[src/hw/adcc_pkg.sv]
// Shared constants and types for the converter control block
package adcc_pkg;

    // Timing
    localparam int CLK_PERIOD_NS = 100;
    localparam int ACQ_TIME_NS = 400;
    localparam int ACQ_CYCLES = (ACQ_TIME_NS + CLK_PERIOD_NS - 1) / CLK_PERIOD_NS;
    localparam int CAL_TIME_MS = 70;
    localparam int CAL_CYCLES = CAL_TIME_MS * (1000000 / CLK_PERIOD_NS);
    localparam int CONV_TENTHS = 165;
    localparam logic [5:0] CONV_HALF_EDGES = 6'((CONV_TENTHS * 2) / 10);
    localparam int CAL_CNT_W = 20;
    localparam int ACQ_CNT_W = 4;

    // Control word fields
    localparam int CTRL_START_BIT = 0;
    localparam int CTRL_RDT_LO = 1;
    localparam int CTRL_CAL_LO = 3;

    // Read targets
    localparam logic [1:0] RDT_RESULT = 2'h0;
    localparam logic [1:0] RDT_RESULT_ALT = 2'h1;
    localparam logic [1:0] RDT_CAL = 2'h2;
    localparam logic [1:0] RDT_STATUS = 2'h3;

    // Calibration selections and bank layout
    localparam logic [1:0] CALSEL_ALL = 2'h0;
    localparam logic [1:0] CALSEL_GAIN_OFS = 2'h1;
    localparam logic [1:0] CALSEL_OFS = 2'h2;
    localparam logic [1:0] CALSEL_GAIN = 2'h3;
    localparam int CAL_REGS = 10;
    localparam logic [3:0] IDX_GAIN = 4'h0;
    localparam logic [3:0] IDX_OFFSET = 4'h1;
    localparam logic [3:0] IDX_DAC_LAST = 4'h9;
    localparam int CAL_DATA_W = 14;
    localparam logic [15:0] OFFSET_TRIM_RESET = 16'h2000;
    localparam logic [15:0] GAIN_TRIM_RESET = 16'h2000;
    localparam logic [15:0] DAC_TRIM_RESET = 16'h0000;

    // Status word fields
    localparam int STAT_START_BIT = 0;
    localparam int STAT_CAL_LO = 1;
    localparam int STAT_BUSY_BIT = 3;
    localparam int STAT_SELFCAL_BIT = 4;

    typedef struct packed {
        logic [1:0] cal_select;
        logic [1:0] read_target;
        logic soft_start;
    } adcc_ctrl_type;

    typedef enum logic [2:0] {
        ADCC_IDLE = 3'h0,
        ADCC_WAIT_EDGE = 3'h1,
        ADCC_CONVERT = 3'h3,
        ADCC_ACQUIRE = 3'h2,
        ADCC_SELF_CAL = 3'h6
    } adcc_state_type;

endpackage

[src/hw/adcc_cal_bank.sv]
// Calibration register bank with auto-incrementing pointer
`timescale 1ns/1ps
module adcc_cal_bank
    import adcc_pkg::*;
(
    input wire logic core_clk,
    input wire logic rst,
    input wire logic [1:0] cal_select,
    input wire logic restart,
    input wire logic access_done,
    input wire logic wr_en,
    input wire logic [15:0] wr_data,
    output logic [15:0] rd_data,
    output logic [15:0] gain_trim,
    output logic [15:0] offset_trim
);

    logic [15:0] mem_q [CAL_REGS];
    logic [3:0] ptr_q;

    // First register of a selection
    function automatic logic [3:0] first_idx(input logic [1:0] sel);
        first_idx = (sel == CALSEL_OFS) ? IDX_OFFSET : IDX_GAIN;
    endfunction

    // Last register of a selection
    function automatic logic [3:0] last_idx(input logic [1:0] sel);
        case (sel)
            CALSEL_ALL: last_idx = IDX_DAC_LAST;
            CALSEL_GAIN_OFS: last_idx = IDX_OFFSET;
            CALSEL_OFS: last_idx = IDX_OFFSET;
            default: last_idx = IDX_GAIN;
        endcase
    endfunction

    ////////////////////////////////////////////////////////////////////////
    // Pointer
    always_ff @(posedge core_clk or posedge rst)
    begin
        if (rst)
            ptr_q <= IDX_GAIN;
        else if (restart)
            ptr_q <= first_idx(cal_select);
        else if (access_done)
        begin
            if (ptr_q == last_idx(cal_select))
                ptr_q <= first_idx(cal_select);
            else
                ptr_q <= ptr_q + 4'h1;
        end
    end

    ////////////////////////////////////////////////////////////////////////
    // Storage
    genvar gi;
    generate
        for (gi = 0; gi < CAL_REGS; gi++)
        begin : g_reg
            always_ff @(posedge core_clk or posedge rst)
            begin
                if (rst)
                    mem_q[gi] <= (gi == int'(IDX_GAIN)) ? GAIN_TRIM_RESET :
                        (gi == int'(IDX_OFFSET)) ? OFFSET_TRIM_RESET :
                        DAC_TRIM_RESET;
                else if (wr_en && ptr_q == 4'(gi))
                    mem_q[gi] <= {2'b00, wr_data[CAL_DATA_W-1:0]};
            end
        end
    endgenerate

    assign rd_data = {2'b00, mem_q[ptr_q][CAL_DATA_W-1:0]};
    assign gain_trim = mem_q[IDX_GAIN];
    assign offset_trim = mem_q[IDX_OFFSET];

endmodule

[src/hw/adcc_top.sv]
// Converter control: bus, calibration access, conversion timing
//
// Overview of operation
// - Cal select picks ten, two, or one registers
// - Selection applies to reads and writes
// - Read target 10 returns calibration data
// - Pointer restarts on control write or wrap
// - Pointer starts at gain, offset-only excepted
// - Pointer advances after each complete access
// - Byte mode advances after upper byte
// - Sequences may stop early; control write resets
// - Calibration reads show two zero MSBs
// - Offset register: 14 data bits
// - Offset default about bit 13 set
// - Offset bits binary weighted, top 5%
// - Gain register: 14 bits, top 2.5%
// - Start by pin low pulse or soft bit
// - Hold on pin rise or write end
// - Convert 16.5 periods, 17.5 when late
// - Busy falls when result is ready
// - Busy fall clears soft start bit
// - First start runs long self-calibration
// - Track on busy fall, 400 ns acquire
`timescale 1ns/1ps
module adcc_top
    import adcc_pkg::*;
#(
    parameter int CAL_WAIT_CYCLES = CAL_CYCLES
)
(
    input wire logic core_clk,
    input wire logic rst,
    input wire logic cs_n,
    input wire logic rd_n,
    input wire logic wr_n,
    input wire logic data_port_select,
    input wire logic byte_mode,
    input wire logic upper_byte_select,
    input wire logic [15:0] data_in,
    output logic [15:0] data_out,
    output logic data_oe,
    input wire logic conversion_start_n,
    input wire logic master_clock_in,
    input wire logic [11:0] conv_code_in,
    output logic busy,
    output logic track_hold,
    output logic self_cal_active,
    output logic [15:0] gain_trim_out,
    output logic [15:0] offset_trim_out
);

    ////////////////////////////////////////////////////////////////////////
    // Declarations
    adcc_ctrl_type ctrl_q;
    adcc_state_type state_q;
    logic rd_act_q;
    logic wr_act_q;
    logic port_q;
    logic hbe_q;
    logic [15:0] din_q;
    logic [7:0] low_stage_q;
    logic start_pin_q;
    logic mclk_q;
    logic fresh_q;
    logic pending_q;
    logic cal_done_q;
    logic self_cal_q;
    logic [5:0] edge_cnt_q;
    logic [ACQ_CNT_W-1:0] acq_cnt_q;
    logic [CAL_CNT_W-1:0] cal_cnt_q;
    logic [11:0] result_q;
    logic [15:0] data_out_q;
    logic data_oe_q;
    logic busy_q;
    logic hold_q;
    logic [15:0] gain_q;
    logic [15:0] offset_q;
    logic rd_now;
    logic wr_now;
    logic rd_end;
    logic wr_end;
    logic ctrl_wr;
    logic data_wr;
    logic full_word;
    logic cal_wr_en;
    logic cal_done_access;
    logic [15:0] cal_wdata;
    logic [15:0] cal_rdata;
    logic [15:0] gain_w;
    logic [15:0] offset_w;
    logic pin_rise;
    logic soft_go;
    logic start_evt;
    logic mclk_fall;
    logic mclk_edge;
    logic conv_end;
    logic acq_end;
    logic busy_fall;
    logic [15:0] word_sel;
    logic [15:0] status_w;

    // Detects end of an access strobe
    function automatic logic strobe_end(input logic was, input logic now);
        strobe_end = was && !now;
    endfunction

    ////////////////////////////////////////////////////////////////////////
    // Bus strobes
    assign rd_now = !cs_n && !rd_n;
    assign wr_now = !cs_n && !wr_n;
    assign rd_end = strobe_end(rd_act_q, rd_now);
    assign wr_end = strobe_end(wr_act_q, wr_now);
    assign ctrl_wr = wr_end && !port_q;
    assign data_wr = wr_end && port_q;
    assign full_word = !byte_mode || hbe_q;

    always_ff @(posedge core_clk or posedge rst)
    begin
        if (rst)
        begin
            rd_act_q <= 1'b0;
            wr_act_q <= 1'b0;
        end
        else
        begin
            rd_act_q <= rd_now;
            wr_act_q <= wr_now;
        end
    end

    // Access attributes held through the strobe
    always_ff @(posedge core_clk or posedge rst)
    begin
        if (rst)
        begin
            port_q <= 1'b0;
            hbe_q <= 1'b0;
            din_q <= 16'h0000;
        end
        else if (rd_now || wr_now)
        begin
            port_q <= data_port_select;
            hbe_q <= upper_byte_select;
            din_q <= data_in;
        end
    end

    ////////////////////////////////////////////////////////////////////////
    // Control register; a new soft start set wins over the busy-fall clear
    assign soft_go = ctrl_wr && din_q[CTRL_START_BIT] && !ctrl_q.soft_start;

    always_ff @(posedge core_clk or posedge rst)
    begin
        if (rst)
        begin
            ctrl_q.cal_select <= CALSEL_ALL;
            ctrl_q.read_target <= RDT_RESULT;
            ctrl_q.soft_start <= 1'b0;
        end
        else
        begin
            if (ctrl_wr)
            begin
                ctrl_q.cal_select <= din_q[CTRL_CAL_LO +: 2];
                ctrl_q.read_target <= din_q[CTRL_RDT_LO +: 2];
            end
            if (soft_go)
                ctrl_q.soft_start <= 1'b1;
            else if (busy_fall)
                ctrl_q.soft_start <= 1'b0;
        end
    end

    ////////////////////////////////////////////////////////////////////////
    // Calibration access
    always_ff @(posedge core_clk or posedge rst)
    begin
        if (rst)
            low_stage_q <= 8'h00;
        else if (data_wr && byte_mode && !hbe_q)
            low_stage_q <= din_q[7:0];
    end

    assign cal_wdata = byte_mode ? {din_q[7:0], low_stage_q} : din_q;
    assign cal_wr_en = data_wr && full_word;
    assign cal_done_access = full_word && ((data_wr) ||
        (rd_end && port_q && ctrl_q.read_target == RDT_CAL));

    adcc_cal_bank u_cal_bank (
        .core_clk(core_clk),
        .rst(rst),
        .cal_select(ctrl_wr ? din_q[CTRL_CAL_LO +: 2] :
            ctrl_q.cal_select),
        .restart(ctrl_wr),
        .access_done(cal_done_access),
        .wr_en(cal_wr_en),
        .wr_data(cal_wdata),
        .rd_data(cal_rdata),
        .gain_trim(gain_w),
        .offset_trim(offset_w)
    );

    always_ff @(posedge core_clk or posedge rst)
    begin
        if (rst)
        begin
            gain_q <= GAIN_TRIM_RESET;
            offset_q <= OFFSET_TRIM_RESET;
        end
        else
        begin
            gain_q <= gain_w;
            offset_q <= offset_w;
        end
    end

    ////////////////////////////////////////////////////////////////////////
    // Read data path
    always_comb
    begin
        status_w = 16'h0000;
        status_w[STAT_START_BIT] = ctrl_q.soft_start;
        status_w[STAT_CAL_LO +: 2] = ctrl_q.cal_select;
        status_w[STAT_BUSY_BIT] = busy_q;
        status_w[STAT_SELFCAL_BIT] = (state_q == ADCC_SELF_CAL);
        case (ctrl_q.read_target)
            RDT_CAL: word_sel = cal_rdata;
            RDT_STATUS: word_sel = status_w;
            RDT_RESULT_ALT: word_sel = {4'h0, result_q};
            default: word_sel = {4'h0, result_q};
        endcase
    end

    always_ff @(posedge core_clk or posedge rst)
    begin
        if (rst)
        begin
            data_out_q <= 16'h0000;
            data_oe_q <= 1'b0;
        end
        else
        begin
            data_oe_q <= rd_now && data_port_select;
            if (byte_mode)
                data_out_q <= {8'h00, upper_byte_select ?
                    word_sel[15:8] : word_sel[7:0]};
            else
                data_out_q <= word_sel;
        end
    end

    ////////////////////////////////////////////////////////////////////////
    // Start detection and master clock edges
    always_ff @(posedge core_clk or posedge rst)
    begin
        if (rst)
        begin
            start_pin_q <= 1'b1;
            mclk_q <= 1'b0;
        end
        else
        begin
            start_pin_q <= conversion_start_n;
            mclk_q <= master_clock_in;
        end
    end

    assign pin_rise = !start_pin_q && conversion_start_n;
    assign start_evt = pin_rise || soft_go;
    assign mclk_fall = mclk_q && !master_clock_in;
    assign mclk_edge = mclk_q != master_clock_in;
    assign conv_end = (state_q == ADCC_CONVERT) && mclk_edge &&
        (edge_cnt_q == CONV_HALF_EDGES - 6'h01);
    assign acq_end = (state_q == ADCC_ACQUIRE) &&
        (acq_cnt_q == ACQ_CNT_W'(ACQ_CYCLES - 1));
    assign busy_fall = conv_end;

    ////////////////////////////////////////////////////////////////////////
    // Conversion sequencer
    always_ff @(posedge core_clk or posedge rst)
    begin
        if (rst)
            state_q <= ADCC_IDLE;
        else
        begin
            case (state_q)
                ADCC_IDLE:
                    if (start_evt || pending_q)
                        state_q <= cal_done_q ? ADCC_WAIT_EDGE :
                            ADCC_SELF_CAL;
                ADCC_SELF_CAL:
                    if (cal_cnt_q == CAL_CNT_W'(CAL_WAIT_CYCLES - 1))
                        state_q <= ADCC_WAIT_EDGE;
                ADCC_WAIT_EDGE:
                    if (mclk_fall && !fresh_q)
                        state_q <= ADCC_CONVERT;
                ADCC_CONVERT:
                    if (conv_end)
                        state_q <= ADCC_ACQUIRE;
                ADCC_ACQUIRE:
                    if (acq_end)
                        state_q <= ADCC_IDLE;
                default:
                    state_q <= ADCC_IDLE;
            endcase
        end
    end

    // A start edge in the same cycle as a clock fall misses that fall
    always_ff @(posedge core_clk or posedge rst)
    begin
        if (rst)
            fresh_q <= 1'b0;
        else
            fresh_q <= (state_q != ADCC_WAIT_EDGE) &&
                (start_evt || pending_q) && mclk_fall;
    end

    // Start during acquisition waits for it to end
    always_ff @(posedge core_clk or posedge rst)
    begin
        if (rst)
            pending_q <= 1'b0;
        else if (state_q == ADCC_ACQUIRE && start_evt)
            pending_q <= 1'b1;
        else if (state_q == ADCC_IDLE)
            pending_q <= 1'b0;
    end

    always_ff @(posedge core_clk or posedge rst)
    begin
        if (rst)
        begin
            cal_done_q <= 1'b0;
            self_cal_q <= 1'b0;
        end
        else
        begin
            self_cal_q <= (state_q == ADCC_SELF_CAL);
            if (state_q == ADCC_SELF_CAL)
                cal_done_q <= 1'b1;
        end
    end

    // Counters
    always_ff @(posedge core_clk or posedge rst)
    begin
        if (rst)
            edge_cnt_q <= 6'h00;
        else if (state_q != ADCC_CONVERT)
            edge_cnt_q <= 6'h00;
        else if (mclk_edge)
            edge_cnt_q <= edge_cnt_q + 6'h01;
    end

    always_ff @(posedge core_clk or posedge rst)
    begin
        if (rst)
            acq_cnt_q <= '0;
        else if (state_q != ADCC_ACQUIRE)
            acq_cnt_q <= '0;
        else
            acq_cnt_q <= acq_cnt_q + ACQ_CNT_W'(1);
    end

    always_ff @(posedge core_clk or posedge rst)
    begin
        if (rst)
            cal_cnt_q <= '0;
        else if (state_q != ADCC_SELF_CAL)
            cal_cnt_q <= '0;
        else
            cal_cnt_q <= cal_cnt_q + CAL_CNT_W'(1);
    end

    ////////////////////////////////////////////////////////////////////////
    // Busy, track/hold and result
    always_ff @(posedge core_clk or posedge rst)
    begin
        if (rst)
            busy_q <= 1'b0;
        else if (conv_end)
            busy_q <= 1'b0;
        else if (state_q == ADCC_IDLE && (start_evt || pending_q))
            busy_q <= 1'b1;
    end

    always_ff @(posedge core_clk or posedge rst)
    begin
        if (rst)
            hold_q <= 1'b0;
        else if (conv_end)
            hold_q <= 1'b0;
        else if (state_q == ADCC_IDLE && (start_evt || pending_q))
            hold_q <= 1'b1;
    end

    always_ff @(posedge core_clk or posedge rst)
    begin
        if (rst)
            result_q <= 12'h000;
        else if (conv_end)
            result_q <= conv_code_in;
    end

    ////////////////////////////////////////////////////////////////////////
    // Outputs
    assign data_out = data_out_q;
    assign data_oe = data_oe_q;
    assign busy = busy_q;
    assign track_hold = hold_q;
    assign self_cal_active = self_cal_q;
    assign gain_trim_out = gain_q;
    assign offset_trim_out = offset_q;

endmodule

[config.mk]
export PLATFORM = sky130hd
export DESIGN_NAME = adcc_top
export DESIGN_NICKNAME = d
export VERILOG_FILES = /design/src/hw/adcc_pkg.sv /design/src/hw/adcc_cal_bank.sv /design/src/hw/adcc_top.sv
export SDC_FILE = /design/constraint.sdc
export NUM_CORES = 1
export LEC_CHECK = 0
export ABC_AREA = 1
export BUFFER_PORTS_ARGS = -buffer_cell sky130_fd_sc_hd__buf_2
export CAP_MARGIN = 20
export CORE_MARGIN = 4
export CORE_UTILIZATION = 54
export CTS_BUF_LIST = sky130_fd_sc_hd__clkbuf_4 sky130_fd_sc_hd__clkbuf_8 sky130_fd_sc_hd__clkbuf_16
export DETAILED_ROUTE_END_ITERATION = 16
export GPL_TIMING_DRIVEN = 0
export PLACE_DENSITY = 0.76
export SYNTH_ARGS = -nofsm -noshare
export SYNTH_HDL_FRONTEND = slang
export SYNTH_SLANG_ARGS = --single-unit
[constraint.sdc]
create_clock -name core_clk -period 11.35 [get_ports core_clk]
set_clock_uncertainty 0.05 [all_clocks]
set_input_delay 3.405 -clock core_clk [delete_from_list [all_inputs] [get_ports core_clk]]
set_output_delay 3.405 -clock core_clk [all_outputs]
set_load 0.1 [all_outputs]
==> results of run 1 <==
-- layer usage --
layer,share of wire,vias to the layer above
li1,-,4707
met1,0.41,4860
met2,0.45,533
met3,0.11,108
met4,0.037,0
met5,0,-
-- critical path: cells and delay by family --
family | cells | cell delay [ns]
compound gates | 2 | 1.13
buf+inv | 3 | 0.83
-- through the flow --
step | setup slack (ns) | util | total power [W] | TNS (ns) | instances
detailed placement | 5.90 | 0.587 | 0.00288 | 0 | 1753
global placement | -2.23 | 0.584 | 0.00285 | -586.75 | 1751
finish | 6.38 | 0.634 | 0.00391 | 0 | 1805
CTS | 6.38 | 0.634 | 0.00388 | 0 | 1805
floorplan | 0.465 | - | 0.00247 | 0 | 1391
global route | 6.37 | 0.634 | 0.00410 | 0 | 1805
-- state kept, by name (all words and copies together) (netlist names), 5 cells and up --
signal	cells
low_stage_q	8
din_q	14
cal_cnt_q	20
result_q	12
gain_trim_out	14
u_cal_bank.mem_q	112
u_cal_bank.offset_trim	14
u_cal_bank.gain_trim	14
edge_cnt_q	6
data_out	14
ctrl_q	5
offset_trim_out	14
-- area by class of cell --
cell class,instances,area (sq um),area share
inverter,140,533,0.0387
multi-input combinational,911,4280,0.310
timing repair buffer,82,455,0.0330
sequential,270,6760,0.490
tap,280,350,0.0254
buffer,70,382,0.0277
clock buffer,40,858,0.0622
clock inverter,12,169,0.0122
-- logic make-up (layout without fill, tap and decap cells) --
kind of cell / after synthesis / count (layout) / share of synthesized area
AND/OR/NAND/NOR: 536 / 536 / 0.190
AO/OA/AOI/OAI: 354 / 354 / 0.153
flip-flops: 270 / 270 / 0.567
buffers and inverters: 210 / 344 / 0.0760
adder cells (fa/ha/maj): 9 / 9 / 0.00944
XOR/XNOR: 6 / 6 / 0.00440
other: 1 / 6 / 0.000314
-- power by group through the flow --
stage	registers (W)	logic (W)	clock network, W
floorplan	0.00183	0.000645	0
global placement	0.00139	0.00146	0
detailed placement	0.00140	0.00148	0
CTS	0.00138	0.00149	0.00100
global route	0.00142	0.00163	0.00105
finish	0.00139	0.00152	0.000995
-- cells in the mapped netlist (all sizes together) --
cell	instances	area, sq um
nand2	315	1180
nor4	2	12.5
conb	1	3.75
o31ai	1	7.51
xor2	5	43.8
o21bai	1	7.51
a21oi	138	694
clkbuf	30	113
nand4	13	111
xnor2	1	8.76
or2	2	12.5
ha	9	113
nor2	142	543
dfstp	5	131
a22oi	4	30.0
nor3	26	225
buf	40	269
o211ai	1	7.51
dfrtp	265	6630
a221oi	4	35.0
inv	140	526
o2111ai	1	8.76
o21ai	200	1000
a211oi	2	15.0
nand3	36	180
o21a	2	15.0
-- worst paths after layout --
path                                                   startpoint                             endpoint  slack, ns
setup / recovery                                        byte_mode     u_cal_bank.mem_q[19]$_DFFE_PP0P_       6.38
hold / removal             u_cal_bank.offset_trim[13]$_DFFE_PP1P_        offset_trim_out[13]$_DFF_PP1_       0.32
setup reg to reg                  u_cal_bank.ptr_q[0]$_DFFE_PP0P_  u_cal_bank.gain_trim[6]$_DFFE_PP0P_       8.38
hold reg to reg            u_cal_bank.offset_trim[13]$_DFFE_PP1P_        offset_trim_out[13]$_DFF_PP1_       0.32
max in group asynchronous                                     rst        offset_trim_out[13]$_DFF_PP1_       7.52
min in group asynchronous                                     rst              result_q[1]$_DFFE_PP0P_       2.86
==> summary.md, run 1 <==
| Metric | Value |
|---|---|
| First-pass GRT wire length | `52200 microns` |
| Post-Syn Area | `0.0119 sq mm` |
| CTS-repair resized insts | `0` |
| Most frequent cells in the layout | `314 x nand2_1, 265 x dfrtp_1, 194 x o21ai_0` |
| Final hold violations | `0` |
| Clk slew on worst S/H paths | `0.06 ns` |
| Core ar. | `0.0218 sq mm` |
| Die area | `roughly 0.025 sq mm` |
| Critical path endpoint category | `flop` |
| Startpoint class of the critical path | `primary input` |
| Worst-margin pin slew | `between 1 and 1.5 ns` |
| Detailed Routing Iterations Pass 1 | `6` |
| GRT busiest layer | `met2` |
| Share of the yosys chip area belonging to registers | `0.567` |
| Slew margin rel. | `0.236` |
| Crit path time final | `4.97 ns` |
| Routed WL per cell | `between 15 and 20 microns` |
| Gate count of the mapped netlist | `about 1400` |
| Final wirelength | `33000 microns` |
| Max incr delay on CP | `0.85 ns` |
| PwrDens | `283 mW/mm^2` |
| Worst skew pair latency | `0.54 ns` |
| #FFs+latches synth | `between 200 and 300` |
| Fill cell count | `1831` |
| Worst-path cell with the longest stage delay | `o21ai_0` |
| CTS root buffer | `clkbuf_16` |
| Total number of vias | `10200` |
| Clock buffer depth | `3` |
| Outcome | `completed` |
| # hold bufs at CTS | `0` |
| TritonCTS Sinks | `270` |
| Highest Clock Rate | `201 MHz` |
| Final Cycle Share | `0.438` |
| Area grow syn2layout | `15.6%` |
| Worst r2r path cells | `9` |
| Grt met1 use | `0.374` |
| M2 GR Usage | `0.419` |
| Routability cong. | `0.966` |
| Hold slack final | `0.322 ns` |
| Leak | `6.61 nW` |
| Yosys warnings | `0` |
| Combinational share of power | `0.390` |
| Most common cell after layout, fill and taps aside | `nand2_1` |
| Final Max Slew Viols | `0` |
| Cell Int Power | `0.00218 W` |
| Max rail drop VDD | `about 240 uV` |
| Grt met3 use | `0.0658` |
| CP max FO | `10` |
| Chip Width | `157 microns` |
| Unrepaired setup endpoints after global routing | `no` |
| Post-DP HPWL | `between 20000 and 25000 microns` |
| Largest net degree at the start of global routing | `112` |
| Min-Delay Path Depth | `0` |
| DRC | `0` |
| Placed Area | `0.0128 sq mm` |
| Antenna diodes | `0` |
| CP Cell Sequence | `buf_2, clkbuf_1, o21ai_0, inv_1, o21ai_0` |
| Layout net count | `1550` |
| Final setup vio count | `0` |
| Hold Crit Class | `reg2reg` |
| Distinct cells, synth | `38` |
| Synthesized area per cell | `8.61 sq um` |
| Buffers added on ports | `80` |
| Share of cells above drive strength 1 | `0.131` |
| Routed Antenna Nets | `0` |
| H-Tree Depth | `1` |
| Antenna violations before repair | `0` |
| Psw | `0.00172 W` |
| Clock share of power | `0.255` |
| Worst path arrival time | `5.37 ns` |
| Ports | `90` |
| Crit path required time | `11.75 ns` |
| CP Class | `in2reg` |
| CTS tree | `done` |
| Starting density of the core | `0.548` |
| Gr usage total | `0.270` |
| Post-CTS setup buffer count | `0` |
| Max_cap viols | `0` |
| Iter 0 DRT Violations | `1120` |
| Via density | `between 5 and 6` |
| Number of core rows | `54` |
| Part of the power in registers | `0.355` |
| Overflow after GRT | `0` |
| Total CTS buffers | `28` |
| Vias in the first global route | `9881` |
| Sw Ratio | `0.441` |
| Height of the die | `roughly 160 microns` |
| Fin area | `0.0138 sq mm` |
| Most frequent CP cell | `o21ai_0` |
(Power assumes the default switching activity.)
==> run 2: changes to the inputs <==
ABC_AREA = 0   (was 1)
CORE_UTILIZATION = 55   (was 54)
PLACE_DENSITY = 0.74   (was 0.76)
clock period = 5.2 ns   (was 11.35 ns; I/O delays follow)
==> run 2 against run 1 <==
Clock power increased by 110%. Largest cell class unchanged. Critical endpoint is now u_cal_bank.offset_trim[10]$_DFFE_PP0P_. Utilization increased by 2.5 points. Non-clock buffer count increased by 3.
==> summary.md, run 2 <==
| Metric | Value |
|---|---|
| Post-Syn Area | `0.0116 sq mm (-2.8%)` |
| Number of core rows | `52 (-3.7%)` |
| Via density | `5.84 (+3.3%)` |
| Distinct cells, synth | `59 (+55%)` |
| Worst path arrival time | `3.57 ns (-1.80 ns)` |
| Share of the yosys chip area belonging to registers | `0.583 (+0.0165)` |
| M2 GR Usage | `0.389 (-0.0303)` |
| Largest reg by FF count | `u_cal_bank.mem_q` |
| Post-CTS setup buffer count | `0 (unchanged)` |
| Starting density of the core | `0.566 (+0.0173)` |
| Die area | `0.0235 sq mm (-4.4%)` |
| Area of the multi-input gates | `0.00440 sq mm (+2.9%)` |
| Chip Width | `153 microns (-2.2%)` |
| Top_reg_cell synth | `dfrtp_1` |
| Core ar. | `0.0205 sq mm (-5.8%)` |
| Area grow syn2layout | `16.5%` |
| Yosys warnings | `0 (unchanged)` |
| Sequential cell area | `0.00676 sq mm (unchanged)` |
| Final setup vio count | `0 (unchanged)` |
| Height of the die | `153 microns (-2.2%)` |
| FFs w/ async S/R, synth | `1.00 (unchanged)` |
| Hold Crit Class | `reg2reg` |
| Max rail drop VDD | `265 uV (+8.5%)` |
| Final Cycle Share | `0.627` |
| Worst skew pair latency | `0.54 ns (about the same)` |
| Fill cell count | `1558 (-15%)` |
| Worst-margin pin slew | `1.10 ns (-0.0324 ns)` |
| Crit path required time | `5.51 ns (-6.24 ns)` |
| Max_cap viols | `0 (unchanged)` |
| Gr usage total | `0.246 (-0.0234)` |
| Critical path endpoint category | `flop` |
| Share of cells above drive strength 1 | `0.215 (+0.0836)` |
| TritonCTS Sinks | `270 (unchanged)` |
| Post-synth top area cell | `dfrtp_1` |
| Final wirelength | `28600 microns (-13%)` |
| Post-DP HPWL | `20600 microns (-12%)` |
| Final Max Slew Viols | `0 (unchanged)` |
| Buffers added on ports | `80 (unchanged)` |
| #FFs+latches synth | `270 (unchanged)` |
| Ports | `90 (unchanged)` |
| Final Util | `0.659 (+0.0251)` |
| Overflow after GRT | `0 (unchanged)` |
| Top-area cell type share of the netlist area | `0.572 (+0.0161)` |
| Routed WL per cell | `19.8 microns (+8.1%)` |
| Grt met1 use | `0.357 (-0.0166)` |
| Startpoint class of the critical path | `primary input` |
| Grt met3 use | `0.0421 (-0.0237)` |
| Final hold violations | `0 (unchanged)` |
| Setup TNS Final | `0 ns (unchanged)` |
| CTS tree | `done` |
| Vias in the first global route | `8372 (-15%)` |
| Largest net degree at the start of global routing | `44 (-61%)` |
| H-Tree Depth | `1 (unchanged)` |
| PwrDens | `473 mW/mm^2 (+67%)` |
| Leak | `6.25 nW (-5.5%)` |
| Antenna diodes | `0 (unchanged)` |
| Highest Clock Rate | `307 MHz` |
| Top Registers | `u_cal_bank.mem_q (112), cal_cnt_q (20)` |
| # hold bufs at CTS | `0 (unchanged)` |
| CP Class | `in2reg` |
| Hold slack final | `0.327 ns (+0.00570 ns)` |
| Slew margin rel. | `0.245 (+0.00856)` |
| Largest register FFs | `112 (unchanged)` |
| Antenna violations before repair | `0 (unchanged)` |
| Most frequent cell after synthesis | `dfrtp_1` |
| Layout net count | `1204 (-22%)` |
| First-pass GRT wire length | `46300 microns (-11%)` |
| Outcome | `completed` |
| Most frequent cells in the layout | `265 x dfrtp_1, 156 x nand2_1, 150 x o21ai_0` |
| Number of synthesized flops with an enable pin | `0 (unchanged)` |
| Synth top area cells | `dfrtp_1 57%, o21ai_0 6.5%, nand2_1 5.1%` |
| Detailed Routing Iterations Pass 1 | `7 (+1)` |
| R2r setup slk | `2.14 ns (-6.24 ns)` |
| CTS-repair resized insts | `0 (unchanged)` |
| Iter 0 DRT Violations | `744 (-34%)` |
| Clock buffer depth | `3 (unchanged)` |
| Total CTS buffers | `28 (unchanged)` |
| CTS root buffer | `clkbuf_16` |
| Fin area | `0.0135 sq mm (-2.1%)` |
| Clk slew on worst S/H paths | `0.06 ns (about the same)` |
| Max incr delay on CP | `0.98 ns (+0.13 ns)` |
| CP max FO | `10 (unchanged)` |
| DRC | `0 (unchanged)` |
| CP Cell Sequence | `clkbuf_1, buf_1, mux2i_1, o21ai_0` |
| Commonest cells post-synth | `265 x dfrtp_1, 156 x nand2_1, 150 x o21ai_0` |
| Synthesized area per cell | `11.2 sq um (+30%)` |
| Placed Area | `0.0125 sq mm (-2.0%)` |
| Total number of vias | `8459 (-17%)` |
| GRT busiest layer | `met2` |
| Most common cell after layout, fill and taps aside | `dfrtp_1` |
| Routability cong. | `0.919 (-4.9%)` |
| Worst-path cell with the longest stage delay | `mux2i_1` |
| Unrepaired setup endpoints after global routing | `no` |
| Routed Antenna Nets | `0 (unchanged)` |
| Crit path time final | `3.26 ns` |
| Gate count of the mapped netlist | `1034 (-25%)` |
run 2: cell count changes after synthesis, sizes merged, moves of 15 or more:
cell    previous run  this run
mux4               0        20
mux2               0        39
o21ai            200       151
a21oi            138        24
mux2i              0        45
nor3              26         6
nor2             142        64
a211oi             2        17
inv              140        25
nand3             36        19
nand2            315       156
run 2: worst max-delay path: cells and delay by family:
family / cells / cell delay (ns)
mux: 1 / 0.98
buf+inv: 2 / 0.77
compound gates: 1 / 0.25
run 2: report_power, final:
group          switching [W]  total, W  leakage [nW]  internal (W)
combinational        0.00117   0.00169          2.13      0.000518
sequential          0.000179   0.00257          3.62       0.00239
clock               0.000844   0.00213         0.496       0.00129
total                0.00220   0.00639          6.25       0.00419
run 2: cell families (layout without fill, tap and decap cells):
logic type,Yosys count,after routing,synth area share
other,1,6,0.000323
buffers and inverters,92,231,0.0386
multiplexers,104,104,0.118
AO/OA/AOI/OAI,228,228,0.111
AND/OR/NAND/NOR,305,305,0.120
flip-flops,270,270,0.583
adder cells (fa/ha/maj),9,9,0.00971
XOR/XNOR,25,25,0.0189
run 2: routing by layer:
layer | up-vias | wire (microns)
li1 | 3837 | -
met1 | 4243 | 12300
met2 | 320 | 13500
met3 | 59 | 2120
met4 | 0 | 765
met5 | - | 0
run 2: worst paths after layout:
kind,cells past startpoint,from,end
worst max-delay path,4,byte_mode,u_cal_bank.offset_trim[10]$_DFFE_PP0P_
worst min-delay path,0,u_cal_bank.offset_trim[13]$_DFFE_PP1P_,offset_trim_out[13]$_DFF_PP1_
worst max register to register,12,u_cal_bank.ptr_q[1]$_DFFE_PP0P_,u_cal_bank.mem_q[68]$_DFFE_PP0P_
worst min register to register,0,u_cal_bank.offset_trim[13]$_DFFE_PP1P_,offset_trim_out[13]$_DFF_PP1_
max in group asynchronous,6,rst,u_cal_bank.mem_q[112]$_DFFE_PP0P_
min in group asynchronous,2,rst,cal_cnt_q[11]$_DFF_PP0_
run 2: final cells by class:
| cell class | count | area share |
|---|---|---|
| flip-flops and latches | 270 | 0.501 |
| clock inverters | 15 | 0.0147 |
| plain buffers | 67 | 0.0262 |
| clock buffers | 36 | 0.0590 |
| multi-input cells | 677 | 0.326 |
| repair buffers | 88 | 0.0411 |
| well taps | 270 | 0.0250 |
| inverters | 25 | 0.00723 |
run 2: metrics by stage:
step / std cells / setup WS (ns) / total power [W]
6_report: 1448 / 1.94 / 0.00639
5_1_grt: 1448 / 1.89 / 0.00668
4_1_cts: 1447 / 1.95 / 0.00640
3_5_place_dp: 1396 / 1.42 / 0.00428
3_3_place_gp: 1389 / -1.46 / 0.00423
2_1_floorplan: 1039 / 0.0266 / 0.00382
